===== config.mk =====
export PLATFORM = sky130hd
export DESIGN_NAME = adc_mode_command_sequencer
export DESIGN_NICKNAME = d
export VERILOG_FILES = /design/src/hdl/adc_seq_pkg.sv /design/src/hdl/frame_if.sv /design/src/hdl/serial_frame.sv /design/src/hdl/adc_mode_command_sequencer.sv
export SDC_FILE = /design/constraint.sdc
export NUM_CORES = 1
export LEC_CHECK = 0
export ABC_AREA = 1
export BUFFER_PORTS_ARGS = -buffer_cell sky130_fd_sc_hd__buf_2
export CORE_MARGIN = 2
export CORE_UTILIZATION = 50
export CTS_CLUSTER_DIAMETER = 40
export CTS_CLUSTER_SIZE = 24
export DETAILED_ROUTE_END_ITERATION = 8
export PLACE_DENSITY = 0.67
export SYNTH_ARGS = -nofsm -noshare
export SYNTH_HDL_FRONTEND = slang
export SYNTH_SLANG_ARGS = --single-unit

===== constraint.sdc =====
create_clock -name CLK -period 3.61 [get_ports CLK]
set_clock_uncertainty 0.2 [all_clocks]
set_input_delay 0.5415 -clock CLK [delete_from_list [all_inputs] [get_ports CLK]]
set_output_delay 0.5415 -clock CLK [all_outputs]
set_load 0.01 [all_outputs]

===== src/hdl/adc_seq_pkg.sv =====
package adc_seq_pkg;

    // Command words
    localparam logic [15:0] CMD_HOLD       = 16'h0000;
    localparam logic [15:0] CMD_LIGHT      = 16'h8200;
    localparam logic [15:0] CMD_SLEEP      = 16'h8300;
    localparam logic [15:0] CMD_REGRST     = 16'h8500;
    localparam logic [15:0] CMD_AUTO       = 16'ha000;
    localparam logic [15:0] CMD_FIXED_BASE = 16'hc000;
    localparam logic [15:0] CMD_FIXED_MASK = 16'he3ff;
    localparam logic [15:0] CMD_AUX        = 16'he000;
    localparam int          CH_POS         = 10;
    localparam int          CMD_FLAG_POS   = 15;
    localparam int          WR_FLAG_POS    = 8;
    localparam int          ADDR_POS       = 9;

    // Program register offsets
    localparam logic [6:0] REG_SCAN_SEL = 7'h01;
    localparam logic [6:0] REG_SCAN_PWR = 7'h02;
    localparam logic [6:0] REG_REF_CFG  = 7'h03;
    localparam logic [6:0] REG_RANGE0   = 7'h05;
    localparam int         NREG         = 16;
    localparam int         REF_SEL_POS  = 0;

    // Values after reset
    localparam logic [7:0] SCAN_SEL_RST = 8'hff;
    localparam logic [7:0] SCAN_PWR_RST = 8'h00;
    localparam logic [7:0] REF_CFG_RST  = 8'h00;
    localparam logic [7:0] RANGE_RST    = 8'h00;
    localparam logic [7:0] OTHER_RST    = 8'h00;

    // Frame and data layout
    localparam logic [5:0]  CMD_BITS     = 6'h10;
    localparam int          CONV_BITS    = 14;
    localparam logic [15:0] INVALID_DATA = 16'hffff;
    localparam logic [3:0]  AUX_CH       = 4'h8;
    localparam int          N_CH         = 8;

    // Reference settling after waking from sleep
    localparam int SETTLE_MS     = 15;
    localparam int CLK_HZ        = 10_000_000;
    localparam int SETTLE_CYCLES = SETTLE_MS * (CLK_HZ / 1000);

    typedef enum logic [2:0] {
        M_IDLE, M_LIGHT, M_SLEEP, M_REGRST, M_AUTO, M_FIXED, M_INVALID
    } mode_e;

endpackage


===== src/hdl/frame_if.sv =====
`timescale 1ns/1ps
// Frame events from the serial front end to the command logic
interface frame_if;
    logic        start;
    logic        stop;
    logic        sfall;
    logic        srise;
    logic        got16;
    logic [5:0]  cnt;
    logic [15:0] word;

    modport src  (output start, stop, sfall, srise, got16, cnt, word);
    modport sink (input  start, stop, sfall, srise, got16, cnt, word);
endinterface


===== src/hdl/serial_frame.sv =====
`timescale 1ns/1ps
module serial_frame (
    // Clock and reset
    input  wire logic clk,
    input  wire logic rst_n,
    // Link pins, asynchronous to clk
    input  wire logic cs_n,
    input  wire logic sclk,
    input  wire logic sdi,
    // Frame events
    frame_if.src      fb
);
    import adc_seq_pkg::*;

    logic [2:0]  cs_p_r,  cs_p_nxt;
    logic [2:0]  ck_p_r,  ck_p_nxt;
    logic [1:0]  di_p_r,  di_p_nxt;
    logic [5:0]  cnt_r,   cnt_nxt;
    logic [15:0] word_r,  word_nxt;
    logic        start_r, start_nxt;
    logic        stop_r,  stop_nxt;
    logic        fall_r,  fall_nxt;
    logic        rise_r,  rise_nxt;
    logic        got_r,   got_nxt;
    logic        in_frame;

    // Two stages of sync, the third stage only feeds edge detection
    always_comb begin
        cs_p_nxt  = {cs_p_r[1:0], cs_n};
        ck_p_nxt  = {ck_p_r[1:0], sclk};
        di_p_nxt  = {di_p_r[0], sdi};
        in_frame  = !cs_p_r[1];
        start_nxt = cs_p_r[2] && !cs_p_r[1];
        stop_nxt  = !cs_p_r[2] && cs_p_r[1];
        fall_nxt  = in_frame && ck_p_r[2] && !ck_p_r[1];
        rise_nxt  = in_frame && !ck_p_r[2] && ck_p_r[1];
        cnt_nxt   = cnt_r;
        word_nxt  = word_r;
        got_nxt   = 1'b0;
        if (start_nxt) begin
            cnt_nxt = 6'h00;
        end else if (fall_nxt && cnt_r != 6'h3f) begin
            // Command bits are taken on the falling clock edge, MSB first
            cnt_nxt = cnt_r + 6'h01;
            if (cnt_r < CMD_BITS) begin
                word_nxt = {word_r[14:0], di_p_r[1]};
            end
            got_nxt = (cnt_nxt == CMD_BITS);
        end
    end

    // Front end registers
    always_ff @(posedge clk or negedge rst_n) begin
        if (!rst_n) begin
            cs_p_r  <= 3'h7;
            ck_p_r  <= 3'h0;
            di_p_r  <= 2'h0;
            cnt_r   <= 6'h00;
            word_r  <= 16'h0000;
            start_r <= 1'b0;
            stop_r  <= 1'b0;
            fall_r  <= 1'b0;
            rise_r  <= 1'b0;
            got_r   <= 1'b0;
        end else begin
            cs_p_r  <= cs_p_nxt;
            ck_p_r  <= ck_p_nxt;
            di_p_r  <= di_p_nxt;
            cnt_r   <= cnt_nxt;
            word_r  <= word_nxt;
            start_r <= start_nxt;
            stop_r  <= stop_nxt;
            fall_r  <= fall_nxt;
            rise_r  <= rise_nxt;
            got_r   <= got_nxt;
        end
    end

    // Events are one-cycle pulses, count and word stand between them
    assign fb.start = start_r;
    assign fb.stop  = stop_r;
    assign fb.sfall = fall_r;
    assign fb.srise = rise_r;
    assign fb.got16 = got_r;
    assign fb.cnt   = cnt_r;
    assign fb.word  = word_r;

endmodule // serial_frame


===== src/hdl/adc_mode_command_sequencer.sv =====
`timescale 1ns/1ps
module adc_mode_command_sequencer #(
    parameter int SETTLE_CYCLES = adc_seq_pkg::SETTLE_CYCLES,
    parameter int NUM_CH        = adc_seq_pkg::N_CH
) (
    // Clock and reset
    input  wire logic                             CLK,
    input  wire logic                             RST_N,
    // Serial link pins
    input  wire logic                             CS_N,
    input  wire logic                             SCLK,
    input  wire logic                             SDI,
    output logic                                  SDO,
    output logic                                  SDO_OE,
    // Hardware sleep pin, low forces power-down and register reset
    input  wire logic                             HW_SLEEP_N,
    // Converter core, same clock domain
    input  wire logic [adc_seq_pkg::CONV_BITS-1:0] CONV_DATA,
    output logic                                  SAMPLE,
    output logic [3:0]                            CHANNEL,
    output logic [7:0]                            RANGE,
    output logic [7:0]                            CH_POWER,
    output logic                                  ANALOG_ON,
    output logic                                  REF_ON,
    output logic                                  SETTLED
);
    import adc_seq_pkg::*;

    localparam int SW = $clog2(SETTLE_CYCLES + 1);
    localparam logic [SW-1:0] SETTLE_LOAD = SW'(SETTLE_CYCLES);

    frame_if fb ();

    serial_frame u_frame (
        .clk   (CLK),
        .rst_n (RST_N),
        .cs_n  (CS_N),
        .sclk  (SCLK),
        .sdi   (SDI),
        .fb    (fb.src)
    );

    mode_e          mode_r,    mode_nxt;
    logic           restart_r, restart_nxt;
    logic [3:0]     chan_r,    chan_nxt;
    logic [15:0]    pend_r,    pend_nxt;
    logic           got_r,     got_nxt;
    logic           conv_r,    conv_nxt;
    logic [15:0]    shift_r,   shift_nxt;
    logic           sdo_r,     sdo_nxt;
    logic           oe_r,      oe_nxt;
    logic           sample_r,  sample_nxt;
    logic [7:0]     range_r,   range_nxt;
    logic [7:0]     chpwr_r,   chpwr_nxt;
    logic           aon_r,     aon_nxt;
    logic           settled_r, settled_nxt;
    logic [SW-1:0]  settle_r,  settle_nxt;
    logic           hw_s1_r,   hw_s2_r;
    logic [7:0]     prog_r [NREG];
    logic [7:0]     prog_nxt [NREG];
    logic           regrst;
    logic           asleep;
    logic           hw_low;
    logic [6:0]     addr;
    logic [7:0]     sel;

    // Default contents of each program register
    function automatic logic [7:0] reg_default(input int idx);
        if (idx == int'(REG_SCAN_SEL)) begin
            return SCAN_SEL_RST;
        end else if (idx == int'(REG_SCAN_PWR)) begin
            return SCAN_PWR_RST;
        end else if (idx == int'(REG_REF_CFG)) begin
            return REF_CFG_RST;
        end else if (idx >= int'(REG_RANGE0)
                     && idx < int'(REG_RANGE0) + N_CH) begin
            return RANGE_RST;
        end else begin
            return OTHER_RST;
        end
    endfunction

    // Next selected channel above cur, wrapping to the lowest selected
    function automatic logic [3:0] next_sel(input logic [7:0] s,
                                           input logic [3:0] cur,
                                           input logic       from_low);
        logic [3:0] lo;
        logic [3:0] hi;
        logic       found;
        lo    = 4'h0;
        hi    = 4'h0;
        found = 1'b0;
        for (int i = N_CH - 1; i >= 0; i--) begin
            if (s[i]) begin
                lo = 4'(i);
                if (!from_low && 4'(i) > cur) begin
                    hi    = 4'(i);
                    found = 1'b1;
                end
            end
        end
        return found ? hi : lo;
    endfunction

    // Pin sync; only the second stage is read
    always_ff @(posedge CLK or negedge RST_N) begin
        if (!RST_N) begin
            hw_s1_r <= 1'b1;
            hw_s2_r <= 1'b1;
        end else begin
            hw_s1_r <= HW_SLEEP_N;
            hw_s2_r <= hw_s1_r;
        end
    end

    assign hw_low = !hw_s2_r;
    assign addr   = fb.word[ADDR_POS +: 7];
    assign sel    = prog_r[REG_SCAN_SEL[3:0]];

    // Command decode, frame sequencing and program register updates
    always_comb begin
        mode_nxt    = mode_r;
        restart_nxt = restart_r;
        chan_nxt    = chan_r;
        pend_nxt    = pend_r;
        got_nxt     = got_r;
        conv_nxt    = conv_r;
        shift_nxt   = shift_r;
        sdo_nxt     = sdo_r;
        oe_nxt      = oe_r;
        sample_nxt  = 1'b0;
        range_nxt   = range_r;
        prog_nxt    = prog_r;
        regrst      = 1'b0;

        if (fb.start) begin
            oe_nxt   = 1'b1;
            sdo_nxt  = 1'b0;
            got_nxt  = 1'b0;
            conv_nxt = 1'b0;
            if (mode_r == M_AUTO) begin
                chan_nxt    = next_sel(sel, chan_r, restart_r);
                restart_nxt = 1'b0;
            end
            if (mode_r == M_AUTO || mode_r == M_FIXED) begin
                sample_nxt = 1'b1;
                conv_nxt   = 1'b1;
                if (chan_nxt < AUX_CH) begin
                    range_nxt = prog_r[REG_RANGE0[3:0] + chan_nxt];
                end else begin
                    range_nxt = RANGE_RST;
                end
            end
        end

        // Sixteenth falling clock: command word complete
        if (fb.got16) begin
            got_nxt  = 1'b1;
            pend_nxt = fb.word;
            if (!fb.word[CMD_FLAG_POS] && fb.word != CMD_HOLD) begin
                if (fb.word[WR_FLAG_POS]) begin
                    shift_nxt = {fb.word[7:0], 8'h00};
                    if (addr < 7'(NREG)) begin
                        prog_nxt[addr[3:0]] = fb.word[7:0];
                    end
                end else if (addr < 7'(NREG)) begin
                    shift_nxt = {prog_r[addr[3:0]], 8'h00};
                end else begin
                    shift_nxt = 16'h0000;
                end
            end else if (conv_r) begin
                shift_nxt = {CONV_DATA, 2'b00};
            end else begin
                shift_nxt = INVALID_DATA;
            end
        end

        // Data leaves MSB first on rising clocks after the command
        if (fb.srise && fb.cnt >= CMD_BITS) begin
            sdo_nxt   = shift_r[15];
            shift_nxt = {shift_r[14:0], 1'b0};
        end

        if (fb.stop) begin
            oe_nxt  = 1'b0;
            sdo_nxt = 1'b0;
            if (!got_r) begin
                mode_nxt = M_INVALID;
            end else if (pend_r == CMD_HOLD) begin
                mode_nxt = mode_r;
            end else if (pend_r[CMD_FLAG_POS]) begin
                if (pend_r == CMD_LIGHT) begin
                    mode_nxt = M_LIGHT;
                end else if (pend_r == CMD_SLEEP) begin
                    mode_nxt = M_SLEEP;
                end else if (pend_r == CMD_REGRST) begin
                    mode_nxt = M_REGRST;
                    regrst   = 1'b1;
                end else if (pend_r == CMD_AUTO) begin
                    mode_nxt    = M_AUTO;
                    restart_nxt = 1'b1;
                end else if (pend_r == CMD_AUX) begin
                    mode_nxt = M_FIXED;
                    chan_nxt = AUX_CH;
                end else if ((pend_r & CMD_FIXED_MASK) == CMD_FIXED_BASE
                             && 32'(pend_r[CH_POS +: 3]) < NUM_CH) begin
                    mode_nxt = M_FIXED;
                    chan_nxt = {1'b0, pend_r[CH_POS +: 3]};
                end else begin
                    mode_nxt = M_INVALID;
                end
            end
        end

        if (hw_low) begin
            mode_nxt    = M_REGRST;
            restart_nxt = 1'b0;
            regrst      = 1'b1;
        end
        if (regrst) begin
            for (int i = 0; i < NREG; i++) begin
                prog_nxt[i] = reg_default(i);
            end
        end
    end

    // Control and program register state
    always_ff @(posedge CLK or negedge RST_N) begin
        if (!RST_N) begin
            mode_r    <= M_IDLE;
            restart_r <= 1'b0;
            chan_r    <= 4'h0;
            pend_r    <= 16'h0000;
            got_r     <= 1'b0;
            conv_r    <= 1'b0;
            shift_r   <= 16'h0000;
            sdo_r     <= 1'b0;
            oe_r      <= 1'b0;
            sample_r  <= 1'b0;
            range_r   <= RANGE_RST;
            for (int i = 0; i < NREG; i++) begin
                prog_r[i] <= reg_default(i);
            end
        end else begin
            mode_r    <= mode_nxt;
            restart_r <= restart_nxt;
            chan_r    <= chan_nxt;
            pend_r    <= pend_nxt;
            got_r     <= got_nxt;
            conv_r    <= conv_nxt;
            shift_r   <= shift_nxt;
            sdo_r     <= sdo_nxt;
            oe_r      <= oe_nxt;
            sample_r  <= sample_nxt;
            range_r   <= range_nxt;
            prog_r    <= prog_nxt;
        end
    end

    // Power and settling; standby keeps the reference running
    always_comb begin
        asleep    = (mode_nxt == M_SLEEP) || hw_low;
        aon_nxt   = !asleep;
        chpwr_nxt = 8'h00;
        if (!asleep && mode_nxt != M_LIGHT) begin
            if (mode_nxt == M_AUTO) begin
                chpwr_nxt = ~prog_nxt[REG_SCAN_PWR[3:0]];
            end else begin
                chpwr_nxt = 8'hff;
            end
        end
        if (asleep) begin
            settle_nxt = SETTLE_LOAD;
        end else if (prog_nxt[REG_REF_CFG[3:0]][REF_SEL_POS]) begin
            settle_nxt = '0;
        end else if (settle_r != '0) begin
            settle_nxt = settle_r - SW'(1);
        end else begin
            settle_nxt = settle_r;
        end
        settled_nxt = !asleep && settle_nxt == '0;
    end

    // Power outputs registered
    always_ff @(posedge CLK or negedge RST_N) begin
        if (!RST_N) begin
            chpwr_r   <= 8'h00;
            aon_r     <= 1'b0;
            settle_r  <= SETTLE_LOAD;
            settled_r <= 1'b0;
        end else begin
            chpwr_r   <= chpwr_nxt;
            aon_r     <= aon_nxt;
            settle_r  <= settle_nxt;
            settled_r <= settled_nxt;
        end
    end

    assign SDO       = sdo_r;
    assign SDO_OE    = oe_r;
    assign SAMPLE    = sample_r;
    assign CHANNEL   = chan_r;
    assign RANGE     = range_r;
    assign CH_POWER  = chpwr_r;
    assign ANALOG_ON = aon_r;
    assign REF_ON    = aon_r;
    assign SETTLED   = settled_r;

endmodule // adc_mode_command_sequencer


Yosys cells after proc, flatten, opt, wreduce, memory -nomap -nowiden
Cells that the tools add are included.

word-level totals
  bits in registers = 245
  input port bits = 20
  output and inout port bits = 26
  logic and storage cells = 256

operators by class
  add/subtract/negate cells = 3
  order comparisons = 15
  equal/unequal tests = 13
  multiplexer cells = 132
  bitwise operators = 4
  reductions and logical operators = 46

operators by type and width
  kind                   number
  $mux 128               5
  $mux 4                 37
  $bwmux 128             1
  $mux 16                6
  $eq 16x16->1 const B   5
  $bmux 8 s4             2
  $mux 8                 8
  $mux 18                3
  $mux 1                 53
  $mux 3                 11
  $demux 8 s4            1
  $logic_and 1x1->1      20
  $logic_not 18->1       1
  $reduce_bool 18->1     1
  $sub 18x1->18 const B  1
  $gt 3x4->1 const A     4
  $logic_not 16->1       1
  $reduce_bool 16->1     1
  $reduce_bool 2->1      8
  $eq 13x13->1 const B   1
  $mux 6                 2
  $ge 5x5->1 const B     2
  $not 4->5              2
  $eq 3x3->1 const B     3
  22 further kinds       34

Depth between registers and ports, before layout
Gate-level depths: netlist of run 1.

  word-level depth = 40
  mapped depth = 28
  mapped depth without buffers = 25

By module
A second synthesis of run 1 with hierarchy kept.

unflattened totals
  cell total of the unflattened synthesis = 1683
  area, all modules = 13170.1 um2

by module, submodules not included
  module                      times used  cells an instance  area each (um2)  sequential area each (um2)
  adc_mode_command_sequencer  1           1531               11710.0          5302.6
  serial_frame                1           152                1460.2           879.6

Worst setup path before layout of run 1
No wires, ideal clock.

  kind = reg-to-reg
  from = register prog_r, in the netlist sel[6]
  to = register range_r[3] (netlist: RANGE[3])
  setup time = 118 ps
  arrival time = 2767 ps
  required time = 3292 ps
  slack = 525 ps
  cell stages (with the launch flop) = 29
  buffers on the path = 4
  period minus slack after synthesis = 3085 ps
  cells stage by stage = dfstp_2 inv_1 nand2_1 nand2_1 nand2_1 nand2_1 nand2_1 nand2_1 nand2_1 nand2_1 nand2_1 nand2_1 nand2_1 nand2_1 nand2_1 nand2_1 nand2_1 buf_4 buf_4 inv_1 ha_1 clkbuf_1 inv_1 clkbuf_1 nand3_1 nand3_2 nand3_1 nand3_1 nand2_1

between the ends
  word-level cells in the longest chain between the ends = 30
  elaborated cells between the ends (all ways) = 53
  those cells by class = add/sub (1); order compare (1); mux (50); bitwise (1)

ends and longest elaborated chain
  what                                        RTL line                           text
  from (decl)                                 adc_mode_command_sequencer.sv:59   logic [7:0] prog_r [NREG];
  from (signal, indexed assignment)           adc_mode_command_sequencer.sv:242  prog_r[i] <= reg_default(i);
  from (signal assigned)                      adc_mode_command_sequencer.sv:256  prog_r <= prog_nxt;
  $mux 1                                      adc_mode_command_sequencer.sv:94   if (s[i]) begin
  $mux 1                                      adc_mode_command_sequencer.sv:141  if (mode_r == M_AUTO) begin
  $mux 1                                      adc_mode_command_sequencer.sv:136  if (fb.start) begin
  $mux 1                                      adc_mode_command_sequencer.sv:96   if (!from_low && 4'(i) > cur) begin
  $mux 1                                      adc_mode_command_sequencer.sv:94
  $mux 1                                      adc_mode_command_sequencer.sv:141
  $mux 1                                      adc_mode_command_sequencer.sv:136
  $mux 1                                      adc_mode_command_sequencer.sv:96
  (+13 left out)                              n/a
  $mux 4 (*)                                  adc_mode_command_sequencer.sv:102  return found ? hi : lo;
  $mux 4 (*)                                  adc_mode_command_sequencer.sv:141
  $mux 4 (*)                                  adc_mode_command_sequencer.sv:136
  $add 3x4->4                                 adc_mode_command_sequencer.sv:149  range_nxt = prog_r[REG_RANGE0[3:0] + chan_nxt];
  $not 4->5 (not written as such)             adc_mode_command_sequencer.sv:149
  $bmux 8 s4                                  adc_mode_command_sequencer.sv:149
  $mux 8 (not written as such) (2 in series)  adc_mode_command_sequencer.sv:149
  $mux 8 (*)                                  adc_mode_command_sequencer.sv:148  if (chan_nxt < AUX_CH) begin
  to (signal assigned)                        adc_mode_command_sequencer.sv:255  range_r <= range_nxt;
  to (decl)                                   adc_mode_command_sequencer.sv:53   logic [7:0] range_r, range_nxt;

Mark *: on every way between the ends. The rest lies on a longest branch, timed or not. The select of a mux whose other input is x is not followed.
A chain may end at the register's enable or synchronous reset.

Worst setup path in the final report of run 1
  from = register prog_r, in the netlist sel[5]
  to = register range_r[1] (netlist: RANGE[1])

between the ends
  word-level cells in the longest chain between the ends = 26
  elaborated cells between the ends (all ways) = 46
  those cells by class = add/sub (1); order compare (1); mux (43); bitwise (1)

ends and longest elaborated chain
  what                                        RTL line
  $mux 1                                      adc_mode_command_sequencer.sv:94
  $mux 1                                      adc_mode_command_sequencer.sv:141
  $mux 1                                      adc_mode_command_sequencer.sv:136
  $mux 1                                      adc_mode_command_sequencer.sv:96
  $mux 1                                      adc_mode_command_sequencer.sv:94
  $mux 1                                      adc_mode_command_sequencer.sv:141
  $mux 1                                      adc_mode_command_sequencer.sv:136
  $mux 1                                      adc_mode_command_sequencer.sv:96
  (+9 left out)                               n/a
  $mux 4 (*)                                  adc_mode_command_sequencer.sv:102
  $mux 4 (*)                                  adc_mode_command_sequencer.sv:141
  $mux 4 (*)                                  adc_mode_command_sequencer.sv:136
  $add 3x4->4                                 adc_mode_command_sequencer.sv:149
  $not 4->5 (not written as such)             adc_mode_command_sequencer.sv:149
  $bmux 8 s4                                  adc_mode_command_sequencer.sv:149
  $mux 8 (not written as such) (2 in series)  adc_mode_command_sequencer.sv:149
  $mux 8 (*)                                  adc_mode_command_sequencer.sv:148

Marks and branches as above.

==> run_summary.xml, run 1 <==
<?xml version="1.0" encoding="UTF-8"?>
<metrics>
  <group name="worst_hold_path">
    <metric name="min_path_cells" unit="">3</metric>
    <metric name="whs_endpoint" unit="">shift_r[2]</metric>
    <metric name="hold_path_class" unit="">in -&gt; reg</metric>
    <metric name="hold_start" unit="">CONV_DATA[0]</metric>
  </group>
  <group name="route">
    <metric name="ant_nets" unit="">0</metric>
    <metric name="detail_route.wl_per_cell" unit="um">20.3</metric>
    <metric name="post_route_wl" unit="um">41200</metric>
    <metric name="post-route-drc-count" unit="">0</metric>
    <metric name="dr.pass1.iters" unit="">6</metric>
    <metric name="via_count" unit="">12223</metric>
    <metric name="route.detailed.vias_per_inst" unit="">6.03</metric>
    <metric name="drt_first_iter_violations" unit="">1415</metric>
  </group>
  <group name="timing">
    <metric name="setup_tns" unit="ns">0</metric>
    <metric name="slew_violations" unit="">0</metric>
    <metric name="fmax" unit="MHz">303</metric>
    <metric name="setup_viol" unit="">0</metric>
    <metric name="finalCriticalPeriod" unit="ns">3.30</metric>
    <metric name="final_min_period_over_clock_period" unit="%">91.5</metric>
    <metric name="timing_hold_violations_final" unit="">0</metric>
    <metric name="tightest_slew_margin_relative_to_the_limit" unit="%">46.1</metric>
    <metric name="worst_slew_pin_slew" unit="ns">0.808</metric>
    <metric name="rsz0062_at_grt" unit="">no</metric>
  </group>
  <group name="clocking">
    <metric name="tritoncts_buffers" unit="">39</metric>
    <metric name="clkLatencyLatePin" unit="ns">0.53</metric>
    <metric name="cts.repair.resized" unit="">0</metric>
    <metric name="clock_sink_count" unit="">245</metric>
    <metric name="cts_tree" unit="">yes</metric>
    <metric name="cts-htree-levels" unit="">2</metric>
    <metric name="cts-root-buf" unit="">sky130_fd_sc_hd__clkbuf_16</metric>
    <metric name="cts.hold.buffers_added" unit="">5</metric>
    <metric name="worst_setup_hold_path_clk_slew" unit="ns">0.06</metric>
    <metric name="cts-root-to-sink-buffers" unit="">3</metric>
    <metric name="post_cts.repair.setup_buffers" unit="">0</metric>
  </group>
  <group name="global_routing">
    <metric name="grt_antenna_before_repair" unit="">1</metric>
    <metric name="vias_in_the_first_global_route" unit="">11944</metric>
    <metric name="grt_overflow_total" unit="">0</metric>
    <metric name="pin_count_of_the_biggest_net_entering_global_routing" unit="">101</metric>
    <metric name="grtUsageTotal" unit="%">31.9</metric>
    <metric name="grt_first_pass_wirelength" unit="um">66300</metric>
  </group>
  <group name="floorplan">
    <metric name="initial_core_util" unit="%">50.7</metric>
    <metric name="die_w" unit="um">164</metric>
    <metric name="core-area" unit="sq mm">0.0251</metric>
    <metric name="io_pins" unit="">46</metric>
    <metric name="floorplan.die.height" unit="um">164</metric>
    <metric name="num_rows" unit="">58</metric>
    <metric name="design.die.area" unit="sq mm">0.0267</metric>
  </group>
  <group name="synth">
    <metric name="avgSynthCellArea" unit="sq um">7.91</metric>
    <metric name="postSynth.topFlopCell" unit="">sky130_fd_sc_hd__dfrtp_1</metric>
    <metric name="synthesis.instances" unit="">1608</metric>
    <metric name="synth_fp_nets" unit="">1632</metric>
    <metric name="ys_types" unit="">47</metric>
    <metric name="netlist_top_cells_area" unit="">sky130_fd_sc_hd__dfrtp_1, sky130_fd_sc_hd__nand2_1, sky130_fd_sc_hd__nand3_1, sky130_fd_sc_hd__o21ai_0, sky130_fd_sc_hd__inv_1</metric>
    <metric name="syn_std_cell_area" unit="sq mm">0.0127</metric>
    <metric name="warnings_from_yosys" unit="">0</metric>
    <metric name="share_of_synthesized_registers_carrying_an_async_set_or_reset" unit="%">100</metric>
    <metric name="synth_enable_flop_cells" unit="">0</metric>
    <metric name="synth_top_area_cell" unit="">sky130_fd_sc_hd__dfrtp_1</metric>
    <metric name="seq_area_frac_synth" unit="%">48.4</metric>
    <metric name="yosys_register_bits" unit="">245</metric>
    <metric name="fraction_of_post_synthesis_cell_area_in_the_top_cell_type_by_area" unit="%">44.0</metric>
  </group>
  <group name="setup_path">
    <metric name="timing.critical_path.from_type" unit="">flip-flop</metric>
    <metric name="r2r_end" unit="">RANGE[1]</metric>
    <metric name="crit_type" unit="">reg -&gt; reg</metric>
    <metric name="arrival" unit="ns">3.51</metric>
    <metric name="ff2ff_path_depth" unit="">22</metric>
    <metric name="critPathCaptureType" unit="">flip-flop</metric>
    <metric name="timing.rr.start" unit="">sel[5]</metric>
    <metric name="crit_path_max_fanout" unit="">66</metric>
    <metric name="critical_path_required" unit="ns">3.82</metric>
    <metric name="ff2ff_setup_slack" unit="ns">0.31</metric>
  </group>
  <group name="finish">
    <metric name="area_overhead_vs_synth" unit="%">15.7</metric>
    <metric name="antenna-diode-count" unit="">0</metric>
    <metric name="finish.utilization" unit="%">58.6</metric>
    <metric name="drive_gt1_share" unit="%">13.0</metric>
    <metric name="fin_cells" unit="">2027</metric>
    <metric name="num-nets-final" unit="">1690</metric>
  </group>
  <group name="placement">
    <metric name="place.gp.congestion" unit="">0.961</metric>
    <metric name="post_detailed_placement_half_perimeter_wirelength" unit="um">28600</metric>
    <metric name="place.port_buffers" unit="">45</metric>
    <metric name="dp_cells" unit="">1950</metric>
  </group>
  <group name="power_and_ir_drop">
    <metric name="power.static_leakage" unit="nW">6.60</metric>
    <metric name="peakVddDrop" unit="uV">384</metric>
    <metric name="fin_total_pwr" unit="W">0.00767</metric>
    <metric name="power_density" unit="mW/mm^2">521</metric>
  </group>
  <group name="flow_run">
    <metric name="max_cap_violations" unit="">0</metric>
  </group>
  <group name="outcome">
    <metric name="status" unit="">completed</metric>
  </group>
</metrics>
power breakdown:
part	switching [W]	internal, W	total, W
clock	0.00148	0.00225	0.00373
combinational	0.000625	0.000267	0.000892
sequential	0.000145	0.00290	0.00305
total	0.00225	0.00542	0.00767
cell usage in the layout (no fill, tap or decap), types with 4 or more instances in the layout:
cell,count
sky130_fd_sc_hd__nand2_1,383
sky130_fd_sc_hd__nand3_1,239
sky130_fd_sc_hd__dfrtp_1,224
sky130_fd_sc_hd__inv_1,155
sky130_fd_sc_hd__o21ai_0,129
sky130_fd_sc_hd__nor2_1,100
sky130_fd_sc_hd__a22oi_1,45
sky130_fd_sc_hd__buf_2,44
sky130_fd_sc_hd__o22ai_1,41
sky130_fd_sc_hd__clkbuf_16,40
sky130_fd_sc_hd__buf_4,30
sky130_fd_sc_hd__nand4_1,21
sky130_fd_sc_hd__a21oi_1,21
sky130_fd_sc_hd__dfstp_2,21
sky130_fd_sc_hd__inv_2,19
sky130_fd_sc_hd__nor3_1,19
sky130_fd_sc_hd__o221ai_1,19
sky130_fd_sc_hd__o31ai_1,12
sky130_fd_sc_hd__a31oi_1,12
sky130_fd_sc_hd__o211ai_1,11
sky130_fd_sc_hd__inv_6,11
sky130_fd_sc_hd__xor2_1,9
sky130_fd_sc_hd__nand3_2,8
sky130_fd_sc_hd__nor2_2,7
sky130_fd_sc_hd__a221oi_1,7
sky130_fd_sc_hd__nand2_2,6
sky130_fd_sc_hd__xnor2_1,5
sky130_fd_sc_hd__clkinv_4,5
sky130_fd_sc_hd__clkinv_2,5
sky130_fd_sc_hd__dlygate4sd3_1,5
sky130_fd_sc_hd__clkinv_1,4
sky130_fd_sc_hd__ha_1,4
sky130_fd_sc_hd__clkbuf_8,4
sky130_fd_sc_hd__inv_8,4
kinds of logic (layout without fill, tap and decap cells):
| group | count (synthesis) | in the layout | share of synthesized area [%] |
|---|---|---|---|
| buffers and inverters | 245 | 334 | 7.80 |
| adders and majority gates | 4 | 4 | 0.393 |
| AOI/OAI and AO/OA | 309 | 309 | 15.2 |
| DFF | 245 | 245 | 48.4 |
| and+or+nand+nor | 790 | 790 | 27.1 |
| xor gates and xnor gates | 15 | 15 | 1.18 |
per-layer routing:
| layer | part of all wire (%) | GRT usage (%) | vias to the layer above |
|---|---|---|---|
| met4 | 4.4 | 14.2 | 0 |
| met3 | 8.1 | 6.32 | 141 |
| met2 | 45 | 49.3 | 610 |
| met1 | 42 | 43.7 | 5877 |
| li1 | - | - | 5595 |
| met5 | 0 | 0 | - |
metrics by stage:
| step | setup WS (ns) | hold slack (ns) | area, sq um |
|---|---|---|---|
| 2_1_floorplan | 0.525 | 0.0459 | 12700 |
| 3_3_place_gp | 0.377 | 0.132 | 13400 |
| 3_5_place_dp | 0.391 | 0.136 | 13400 |
| 4_1_cts | 0.362 | 0.0319 | 14700 |
| 5_1_grt | 0.00569 | 0.0651 | 14700 |
| 6_report | 0.308 | 0.0394 | 14700 |
worst max-delay path, stage by stage (launching register included):
cell	delay, ns
sky130_fd_sc_hd__dfstp_2	0.64
sky130_fd_sc_hd__inv_1	0.08
sky130_fd_sc_hd__nand2_1	0.07
sky130_fd_sc_hd__nand2_1	0.04
sky130_fd_sc_hd__nand2_1	0.05
sky130_fd_sc_hd__nand2_1	0.04
sky130_fd_sc_hd__nand2_1	0.05
sky130_fd_sc_hd__nand2_1	0.05
sky130_fd_sc_hd__nand2_1	0.05
sky130_fd_sc_hd__nand2_1	0.05
sky130_fd_sc_hd__nand2_1	0.05
sky130_fd_sc_hd__nand2_1	0.05
sky130_fd_sc_hd__nand2_1	0.06
sky130_fd_sc_hd__nand2_1	0.06
sky130_fd_sc_hd__nand2_2	0.07
sky130_fd_sc_hd__buf_4	0.59
sky130_fd_sc_hd__nand3_1	0.20
sky130_fd_sc_hd__nand3_1	0.17
sky130_fd_sc_hd__nand2_4	0.11
sky130_fd_sc_hd__inv_2	0.15
sky130_fd_sc_hd__nand3_1	0.14
sky130_fd_sc_hd__nand3_1	0.12
sky130_fd_sc_hd__nand2_1	0.06
synth_stat cells (2+ instances only):
library cell and count:
sky130_fd_sc_hd__nand3_2 8, sky130_fd_sc_hd__inv_1 155, sky130_fd_sc_hd__inv_2 19, sky130_fd_sc_hd__o31ai_1 12, sky130_fd_sc_hd__a21oi_1 21, sky130_fd_sc_hd__dfstp_2 21
sky130_fd_sc_hd__nor4_1 2, sky130_fd_sc_hd__nor2_1 102, sky130_fd_sc_hd__nand3_1 239, sky130_fd_sc_hd__buf_2 11, sky130_fd_sc_hd__a31oi_1 12, sky130_fd_sc_hd__o21ai_0 129
sky130_fd_sc_hd__xnor2_1 5, sky130_fd_sc_hd__o22ai_1 41, sky130_fd_sc_hd__a221oi_1 7, sky130_fd_sc_hd__nand4_1 21, sky130_fd_sc_hd__buf_4 10, sky130_fd_sc_hd__a211oi_1 2
sky130_fd_sc_hd__nor2_2 5, sky130_fd_sc_hd__o21ai_1 3, sky130_fd_sc_hd__o211ai_1 11, sky130_fd_sc_hd__buf_1 6, sky130_fd_sc_hd__clkbuf_1 37, sky130_fd_sc_hd__xor2_1 9
sky130_fd_sc_hd__dfrtp_1 224, sky130_fd_sc_hd__clkinv_1 4, sky130_fd_sc_hd__nor3_1 19, sky130_fd_sc_hd__nand2_1 386, sky130_fd_sc_hd__ha_1 4, sky130_fd_sc_hd__a22oi_1 45
sky130_fd_sc_hd__nand2_2 3, sky130_fd_sc_hd__o32ai_1 2, sky130_fd_sc_hd__o221ai_1 19
cell type report:
type	count	area, sq um
Inverter	179	674
Clock buffer	44	1060
Fill cell	2329	10400
Sequential cell	245	6160
Tap cell	330	413
Clock inverter	28	264
Multi-Input combinational cell	1118	5590
Timing Repair Buffer	83	571
how the worst max path moves through the flow:
stage / from / endpoint / slack (ns) / cells past startpoint
floorplan: sel[6] / RANGE[3] / 0.53 / 28
global placement: sel[5] / RANGE[1] / 0.38 / 22
detailed placement: sel[5] / RANGE[1] / 0.39 / 22
CTS: sel[5] / RANGE[1] / 0.36 / 22
global route: sel[5] / RANGE[3] / 0.006 / 22
finish: sel[5] / RANGE[1] / 0.31 / 22
sequential cells by signal (all words and copies together) (netlist names), 3 cells and up:
register / cells
CHANNEL: 4
CH_POWER: 8
RANGE: 8
mode_r: 3
pend_r: 16
prog_r: 120
sel: 8
settle_r: 18
shift_r: 16
u_frame.ck_p_r: 3
u_frame.cs_p_r: 3
u_frame.fb.cnt: 6
u_frame.fb.word: 16
No activity file was read; power rests on OpenSTA's default activity.
==> run 2: changes to the inputs <==
--- a/config.mk
+++ b/config.mk
@@ -12,7 +12,8 @@
 export CTS_CLUSTER_DIAMETER = 40
 export CTS_CLUSTER_SIZE = 24
 export DETAILED_ROUTE_END_ITERATION = 8
-export PLACE_DENSITY = 0.67
+export PLACE_DENSITY = 0.66
 export SYNTH_ARGS = -nofsm -noshare
 export SYNTH_HDL_FRONTEND = slang
+export SYNTH_HIERARCHICAL = 1
 export SYNTH_SLANG_ARGS = --single-unit
==> run 2 against run 1 <==
  * Wire length rose by 9.8%
  * Sequential share of layout area fell by 1.8 points
  * Core utilization rose by 0.81 points
  * Largest cell class unchanged
  * Sequential cell count did not move
  * Sequential power fell by 5%
  * First-iteration DRC count rose by 13%
  * Setup slack improved by 0.15 ns
  * Critical path type unchanged
  * Fmax rose by 4.7%
==> run_summary.xml, run 2 <==
<?xml version="1.0" encoding="UTF-8"?>
<metrics>
  <group name="finish">
    <metric name="antenna-diode-count" unit="">0</metric>
    <metric name="area_overhead_vs_synth" unit="%">17.2</metric>
    <metric name="layout.cells.most_common" unit="">sky130_fd_sc_hd__nand2_1</metric>
    <metric name="reg_with_most_ffs" unit="">prog_r</metric>
    <metric name="final.fill_count" unit="">2416</metric>
    <metric name="finalInstanceArea" unit="sq mm">0.0154</metric>
    <metric name="drive_gt1_share" unit="%">13.9</metric>
    <metric name="largest_register_ffs" unit="">120</metric>
    <metric name="fin_cells" unit="">2116</metric>
    <metric name="commonest_cells_after_routing_fill_and_taps_aside" unit="">sky130_fd_sc_hd__nand2_1, sky130_fd_sc_hd__nand3_1, sky130_fd_sc_hd__dfrtp_1</metric>
    <metric name="reg_top3" unit="">prog_r x120, settle_r x18</metric>
    <metric name="num-nets-final" unit="">1771</metric>
    <metric name="finish.utilization" unit="%">59.5</metric>
  </group>
  <group name="timing">
    <metric name="tightest_slew_margin_relative_to_the_limit" unit="%">33.7</metric>
    <metric name="worst_slew_pin_slew" unit="ns">0.986</metric>
    <metric name="fmax" unit="MHz">317</metric>
    <metric name="slew_violations" unit="">0</metric>
    <metric name="finalCriticalPeriod" unit="ns">3.15</metric>
    <metric name="final_min_period_over_clock_period" unit="%">87.4</metric>
    <metric name="rsz0062_at_grt" unit="">no</metric>
    <metric name="timing_hold_violations_final" unit="">0</metric>
    <metric name="setup_viol" unit="">0</metric>
    <metric name="setup_tns" unit="ns">0</metric>
  </group>
  <group name="placement">
    <metric name="post_detailed_placement_half_perimeter_wirelength" unit="um">31500</metric>
    <metric name="placed_area" unit="sq mm">0.0138</metric>
    <metric name="dp_cells" unit="">2031</metric>
    <metric name="place.port_buffers" unit="">45</metric>
    <metric name="place.gp.congestion" unit="">0.982</metric>
  </group>
  <group name="floorplan">
    <metric name="core-area" unit="sq mm">0.0259</metric>
    <metric name="num_rows" unit="">59</metric>
    <metric name="die_w" unit="um">166</metric>
    <metric name="design.die.area" unit="sq mm">0.0276</metric>
    <metric name="initial_core_util" unit="%">50.7</metric>
    <metric name="floorplan.die.height" unit="um">166</metric>
    <metric name="io_pins" unit="">46</metric>
  </group>
  <group name="global_routing">
    <metric name="grt_antenna_before_repair" unit="">2</metric>
    <metric name="vias_in_the_first_global_route" unit="">12595</metric>
    <metric name="pin_count_of_the_biggest_net_entering_global_routing" unit="">100</metric>
    <metric name="grtUsageTotal" unit="%">32.8</metric>
    <metric name="grt_use_met2" unit="%">54.5</metric>
    <metric name="grt_use_met3" unit="%">5.55</metric>
    <metric name="grt_first_pass_wirelength" unit="um">71100</metric>
    <metric name="gr-max-usage-layer" unit="">met2</metric>
    <metric name="grt_overflow_total" unit="">0</metric>
    <metric name="globalRouteMet1Util" unit="%">41.7</metric>
  </group>
  <group name="power_and_ir_drop">
    <metric name="peakVddDrop" unit="uV">452</metric>
    <metric name="power_density" unit="mW/mm^2">512</metric>
    <metric name="power.static_leakage" unit="nW">6.98</metric>
  </group>
  <group name="setup_path">
    <metric name="ff2ff_setup_slack" unit="ns">0.46</metric>
    <metric name="crit_path_max_fanout" unit="">32</metric>
    <metric name="crit_type" unit="">reg -&gt; reg</metric>
    <metric name="critical_path_required" unit="ns">3.82</metric>
    <metric name="ff2ff_path_depth" unit="">19</metric>
    <metric name="arrival" unit="ns">3.36</metric>
    <metric name="critPathCaptureType" unit="">flip-flop</metric>
    <metric name="r2r_end" unit="">RANGE[3]</metric>
    <metric name="timing.rr.start" unit="">CHANNEL[3]</metric>
    <metric name="timing.critical_path.from_type" unit="">flip-flop</metric>
  </group>
  <group name="clocking">
    <metric name="cts-htree-levels" unit="">2</metric>
    <metric name="cts.repair.resized" unit="">0</metric>
    <metric name="worst_setup_hold_path_clk_slew" unit="ns">0.06</metric>
    <metric name="cts-root-to-sink-buffers" unit="">3</metric>
    <metric name="cts-root-buf" unit="">sky130_fd_sc_hd__clkbuf_16</metric>
    <metric name="tritoncts_buffers" unit="">44</metric>
    <metric name="clock_sink_count" unit="">245</metric>
    <metric name="cts_tree" unit="">yes</metric>
    <metric name="clkLatencyLatePin" unit="ns">0.54</metric>
  </group>
  <group name="route">
    <metric name="via_count" unit="">12851</metric>
    <metric name="post_route_wl" unit="um">45300</metric>
    <metric name="ant_nets" unit="">0</metric>
    <metric name="route.detailed.vias_per_inst" unit="">6.07</metric>
    <metric name="drt_first_iter_violations" unit="">1594</metric>
    <metric name="post-route-drc-count" unit="">0</metric>
    <metric name="dr.pass1.iters" unit="">5</metric>
    <metric name="detail_route.wl_per_cell" unit="um">21.4</metric>
  </group>
  <group name="worst_hold_path">
    <metric name="hold_start" unit="">CONV_DATA[3]</metric>
    <metric name="whs_endpoint" unit="">shift_r[5]</metric>
    <metric name="hold_path_class" unit="">in -&gt; reg</metric>
    <metric name="min_path_cells" unit="">3</metric>
  </group>
  <group name="synth">
    <metric name="warnings_from_yosys" unit="">6</metric>
    <metric name="syn_std_cell_area" unit="sq mm">0.0131</metric>
    <metric name="avgSynthCellArea" unit="sq um">7.82</metric>
    <metric name="synth_fp_nets" unit="">1706</metric>
    <metric name="synthesis.instances" unit="">1682</metric>
  </group>
  <group name="outcome">
    <metric name="status" unit="">completed</metric>
  </group>
  <group name="flow_run">
    <metric name="max_cap_violations" unit="">0</metric>
  </group>
</metrics>
run 2: changes by cell type in the layout (fill, tap and decap cells not counted), sizes merged, moves of 9 or more:
cell / previous run / this run
o21ai: 133 / 124
a21oi: 21 / 47
nand4: 21 / 31
buf: 78 / 87
nand2: 390 / 419
run 2: final cells by class:
| type | instances | area [sq um] | share of cell area, % |
|---|---|---|---|
| Inverter | 185 | 699 | 4.54 |
| Tap cell | 335 | 419 | 2.72 |
| Sequential cell | 245 | 6160 | 40.0 |
| Timing Repair Buffer | 92 | 638 | 4.14 |
| Multi-Input combinational cell | 1179 | 5960 | 38.7 |
| Clock inverter | 30 | 339 | 2.20 |
| Clock buffer | 50 | 1190 | 7.76 |
run 2: worst max-delay path by stage:
stage                from        to  slack (ns)
5_1_grt            sel[6]  RANGE[3]        0.15
3_5_place_dp   CHANNEL[2]  RANGE[5]        0.52
3_3_place_gp       sel[6]  RANGE[3]        0.57
4_1_cts        CHANNEL[2]  RANGE[5]        0.49
2_1_floorplan  CHANNEL[2]  RANGE[5]        0.78
6_report       CHANNEL[3]  RANGE[3]        0.46
run 2: per-stage QoR:
step	hold WS, ns	setup WS, ns	total power, W
CTS	0.0272	0.490	0.00792
global route	0.0535	0.153	0.00816
floorplan	0.0459	0.779	0.00339
finish	0.0394	0.455	0.00790
detailed placement	0.139	0.523	0.00370
global placement	0.136	0.570	0.00369
run 2: per-layer routing:
metal	vias up	wire, um
li1	5869	-
met1	6137	17700
met2	669	21500
met3	176	3560
met4	0	2510
met5	-	0
run 2: power breakdown:
part | switching [W] | total (W) | internal, W | leakage, nW
registers | 0.0000841 | 0.00290 | 0.00282 | 3.22
logic | 0.000543 | 0.000764 | 0.000221 | 3.00
clock network | 0.00157 | 0.00423 | 0.00266 | 0.754
run 2: repair_timing:
| item | in CTS | in global routing |
|---|---|---|
| buffers inserted | 0 | 0 |
| setup endpoints to repair | 0 | 0 |
| hold buffers | 5 | 0 |
| hold endpoints to repair | 91 | 0 |
run 2: worst max-delay path: stages (launching register included):
cell and delay (ns):
sky130_fd_sc_hd__dfrtp_1 0.41, sky130_fd_sc_hd__inv_1 0.12, sky130_fd_sc_hd__nand2_1 0.09, sky130_fd_sc_hd__nor3_1 0.16
sky130_fd_sc_hd__nor2_1 0.07, sky130_fd_sc_hd__nand2_2 0.09, sky130_fd_sc_hd__inv_2 0.05, sky130_fd_sc_hd__nor3_4 0.13
sky130_fd_sc_hd__nand2_1 0.08, sky130_fd_sc_hd__o21ai_1 0.21, sky130_fd_sc_hd__nand2_1 0.13, sky130_fd_sc_hd__inv_1 0.09
sky130_fd_sc_hd__ha_1 0.23, sky130_fd_sc_hd__inv_1 0.06, sky130_fd_sc_hd__buf_4 0.34, sky130_fd_sc_hd__nand3_1 0.15
sky130_fd_sc_hd__nand3_2 0.08, sky130_fd_sc_hd__nand3_1 0.14, sky130_fd_sc_hd__nand3_1 0.13, sky130_fd_sc_hd__nand2_1 0.06
==> run 3: changes to the inputs <==
--- a/config.mk
+++ b/config.mk
@@ -7,12 +7,14 @@
 export LEC_CHECK = 0
 export ABC_AREA = 1
 export BUFFER_PORTS_ARGS = -buffer_cell sky130_fd_sc_hd__buf_2
-export CORE_MARGIN = 2
+export CORE_MARGIN = 4
 export CORE_UTILIZATION = 50
 export CTS_CLUSTER_DIAMETER = 40
 export CTS_CLUSTER_SIZE = 24
 export DETAILED_ROUTE_END_ITERATION = 8
 export PLACE_DENSITY = 0.66
+export RECOVER_POWER = 25
+export SLEW_MARGIN = 15
 export SYNTH_ARGS = -nofsm -noshare
 export SYNTH_HDL_FRONTEND = slang
 export SYNTH_HIERARCHICAL = 1
==> run 3 against run 2 <==
  * The flow now finishes with violations (design-rule violations, max-capacitance violations, max-slew violations)
  * Total power is 2.1% lower
  * Sequential power hardly changed
  * Count of clock-buffer cells in the layout is 3 lower
  * Wire length is 2.7% lower
  * Via count hardly changed
  * Cell count is 0.38% lower
  * Setup slack worse by 0.015 ns
  * Clock power is 4% lower
  * Core utilization is 0.74 points lower
  * Register-to-register slack hardly changed
  * Critical path depth is 6 lower
  * Hold slack better by 0.011 ns
  * Largest power group unchanged
==> run_summary.xml, run 3 (synthesis gave the netlist of run 2 again) <==
<?xml version="1.0" encoding="UTF-8"?>
<metrics>
  <group name="timing">
    <metric name="finalCriticalPeriod" unit="ns">3.17</metric>
    <metric name="timing_hold_violations_final" unit="">0</metric>
    <metric name="tightest_slew_margin_relative_to_the_limit" unit="%">-4.09</metric>
    <metric name="worst_slew_pin_slew" unit="ns">1.56</metric>
    <metric name="rsz0062_at_grt" unit="">no</metric>
    <metric name="setup_tns" unit="ns">0</metric>
    <metric name="final_min_period_over_clock_period" unit="%">87.8</metric>
    <metric name="slew_violations" unit="">101</metric>
    <metric name="setup_viol" unit="">0</metric>
    <metric name="fmax" unit="MHz">315</metric>
  </group>
  <group name="setup_path">
    <metric name="r2r_end" unit="">RANGE[5]</metric>
    <metric name="ff2ff_setup_slack" unit="ns">0.44</metric>
    <metric name="cp-startpoint" unit="">mode_r[0]</metric>
    <metric name="cell_occurring_most_often_along_the_worst_timing_path" unit="">sky130_fd_sc_hd__nand3_1</metric>
    <metric name="crit_path_max_fanout" unit="">32</metric>
    <metric name="critical_path.endpoint" unit="">RANGE[5]</metric>
    <metric name="critPathCaptureType" unit="">flip-flop</metric>
    <metric name="crit_type" unit="">reg -&gt; reg</metric>
    <metric name="cpPeakStageDelay" unit="ns">0.42</metric>
    <metric name="timing.rr.start" unit="">mode_r[0]</metric>
    <metric name="timing.critical_path.max_delay_family" unit="">simple AND/OR/NAND/NOR gates</metric>
    <metric name="timing.critical_path.from_type" unit="">flip-flop</metric>
    <metric name="critical-path-slowest-cell" unit="">sky130_fd_sc_hd__nor3_1</metric>
    <metric name="ff2ff_path_depth" unit="">13</metric>
    <metric name="path_cells" unit="">nor3_1 &gt; inv_1 &gt; a31oi_1 &gt; nand2_2 &gt; nand2_2 &gt; inv_1 &gt; ha_1 &gt; buf_4 &gt; nand3_1 &gt; nand3_2 &gt; nand3_1 &gt; nand3_1 &gt; nand2_1</metric>
    <metric name="number_of_logic_stages_on_the_critical_path_including_buffering" unit="">13</metric>
    <metric name="crit_buf_inv" unit="">3</metric>
    <metric name="critical_path_required" unit="ns">3.81</metric>
    <metric name="arrival" unit="ns">3.37</metric>
  </group>
  <group name="route">
    <metric name="drt_first_iter_violations" unit="">1734</metric>
    <metric name="ant_nets" unit="">0</metric>
    <metric name="detail_route.wl_per_cell" unit="um">20.9</metric>
    <metric name="dr.pass1.iters" unit="">9</metric>
    <metric name="post-route-drc-count" unit="">1</metric>
    <metric name="via_count" unit="">12847</metric>
    <metric name="post_route_wl" unit="um">44000</metric>
    <metric name="route.detailed.vias_per_inst" unit="">6.09</metric>
  </group>
  <group name="floorplan">
    <metric name="io_pins" unit="">46</metric>
    <metric name="design.die.area" unit="sq mm">0.0289</metric>
    <metric name="initial_core_util" unit="%">50.6</metric>
    <metric name="floorplan.die.height" unit="um">170</metric>
    <metric name="num_rows" unit="">59</metric>
    <metric name="die_w" unit="um">170</metric>
    <metric name="core-area" unit="sq mm">0.0260</metric>
  </group>
  <group name="clocking">
    <metric name="cts-root-buf" unit="">sky130_fd_sc_hd__clkbuf_16</metric>
    <metric name="worst_setup_hold_path_clk_slew" unit="ns">0.06</metric>
    <metric name="cts_tree" unit="">yes</metric>
    <metric name="cts.hold.buffers_added" unit="">5</metric>
    <metric name="clkLatencyLatePin" unit="ns">0.54</metric>
    <metric name="cts-root-to-sink-buffers" unit="">3</metric>
    <metric name="clock_sink_count" unit="">245</metric>
    <metric name="tritoncts_buffers" unit="">42</metric>
    <metric name="cts-htree-levels" unit="">2</metric>
    <metric name="cts.repair.resized" unit="">0</metric>
    <metric name="post_cts.repair.setup_buffers" unit="">0</metric>
  </group>
  <group name="placement">
    <metric name="place.gp.congestion" unit="">1.00</metric>
    <metric name="post_detailed_placement_half_perimeter_wirelength" unit="um">30300</metric>
    <metric name="place.port_buffers" unit="">45</metric>
  </group>
  <group name="global_routing">
    <metric name="grt_first_pass_wirelength" unit="um">68600</metric>
    <metric name="grt_overflow_total" unit="">0</metric>
    <metric name="pin_count_of_the_biggest_net_entering_global_routing" unit="">103</metric>
    <metric name="grtUsageTotal" unit="%">30.2</metric>
    <metric name="grt_antenna_before_repair" unit="">1</metric>
    <metric name="vias_in_the_first_global_route" unit="">12446</metric>
  </group>
  <group name="power_and_ir_drop">
    <metric name="peakVddDrop" unit="uV">448</metric>
    <metric name="power_density" unit="mW/mm^2">506</metric>
    <metric name="power.static_leakage" unit="nW">6.88</metric>
  </group>
  <group name="finish">
    <metric name="drive_gt1_share" unit="%">13.1</metric>
    <metric name="reg_with_most_ffs" unit="">prog_r</metric>
    <metric name="final.fill_count" unit="">2400</metric>
    <metric name="reg_top3" unit="">prog_r x120, settle_r x18</metric>
    <metric name="largest_register_ffs" unit="">120</metric>
    <metric name="ff_latch_area" unit="sq mm">0.00616</metric>
    <metric name="commonest_cells_after_routing_fill_and_taps_aside" unit="">sky130_fd_sc_hd__nand2_1, sky130_fd_sc_hd__nand3_1, sky130_fd_sc_hd__dfrtp_1</metric>
    <metric name="finish.utilization" unit="%">58.7</metric>
    <metric name="num-nets-final" unit="">1765</metric>
    <metric name="antenna-diode-count" unit="">0</metric>
    <metric name="layout.cells.most_common" unit="">sky130_fd_sc_hd__nand2_1</metric>
    <metric name="area_overhead_vs_synth" unit="%">16.1</metric>
    <metric name="multi_input_comb_area" unit="sq mm">0.00595</metric>
  </group>
  <group name="outcome">
    <metric name="status" unit="">complete, but fails checks</metric>
    <metric name="failing_checks" unit="">design-rule violations, max-capacitance violations, max-slew violations</metric>
  </group>
  <group name="worst_hold_path">
    <metric name="hold_path_class" unit="">in -&gt; reg</metric>
  </group>
  <group name="flow_run">
    <metric name="max_cap_violations" unit="">1</metric>
  </group>
</metrics>
[run 3: cell types whose count changed in the layout (fill, tap and decap cells not counted), sizes merged]
cell | previous run | this run
clkbuf | 50 | 49
buf | 87 | 81
clkinv | 14 | 10
bufinv | 3 | 4
clkinvlp | 2 | 6
inv | 196 | 194
[run 3: final cells by class]
| cell class | count | area share, % |
|---|---|---|
| Timing Repair Buffer | 88 | 3.83 |
| Sequential cell | 245 | 40.4 |
| Tap cell | 335 | 2.75 |
| Clock buffer | 47 | 7.28 |
| Clock inverter | 29 | 2.20 |
| Inverter | 185 | 4.58 |
| Multi-Input combinational cell | 1179 | 39.0 |
[run 3: how the worst min path moves through the flow]
| stage | slack, ns | end | cells past startpoint | startpoint |
|---|---|---|---|---|
| 6_report | 0.05 | shift_r[4] | 3 | CONV_DATA[2] |
| 3_5_place_dp | 0.14 | u_frame/di_p_r[1] | 0 | u_frame/di_p_r[0] |
| 4_1_cts | 0.03 | shift_r[4] | 3 | CONV_DATA[2] |
| 3_3_place_gp | 0.14 | u_frame/di_p_r[1] | 0 | u_frame/di_p_r[0] |
| 5_1_grt | 0.06 | shift_r[4] | 3 | CONV_DATA[2] |
| 2_1_floorplan | 0.05 | ANALOG_ON | 0 | RST_N |
[run 3: metal layers]
layer  GRT usage (%)  vias up  wire (um)
met2            47.8      664      20500
li1                -     5843          -
met5               0        -         13
met4            16.7        2       2650
met1            38.9     6149      17300
met3            6.13      189       3630
[run 3: through the flow]
step	hold slack, ns	power, W	worst slack, ns	cell area, sq um	cells
2_1_floorplan	0.0459	0.00339	0.779	13100	1682
3_3_place_gp	0.138	0.00369	0.594	13800	2027
3_5_place_dp	0.143	0.00370	0.542	13800	2027
4_1_cts	0.0332	0.00776	0.531	15300	2108
5_1_grt	0.0598	0.00798	0.205	15300	2108
6_report	0.0509	0.00773	0.440	15300	2108
[run 3: tightest hold or removal path, stage by stage]
cell                      delay [ns]
sky130_fd_sc_hd__buf_2          0.07
sky130_fd_sc_hd__o21ai_0        0.06
sky130_fd_sc_hd__nand3_1        0.06
[run 3: report_power, final]
part	switching, W	total (W)	leakage [nW]	internal (W)
registers	0.0000884	0.00291	3.22	0.00282
clock network	0.00150	0.00406	0.694	0.00256
logic	0.000544	0.000761	2.96	0.000217
total	0.00214	0.00773	6.88	0.00559
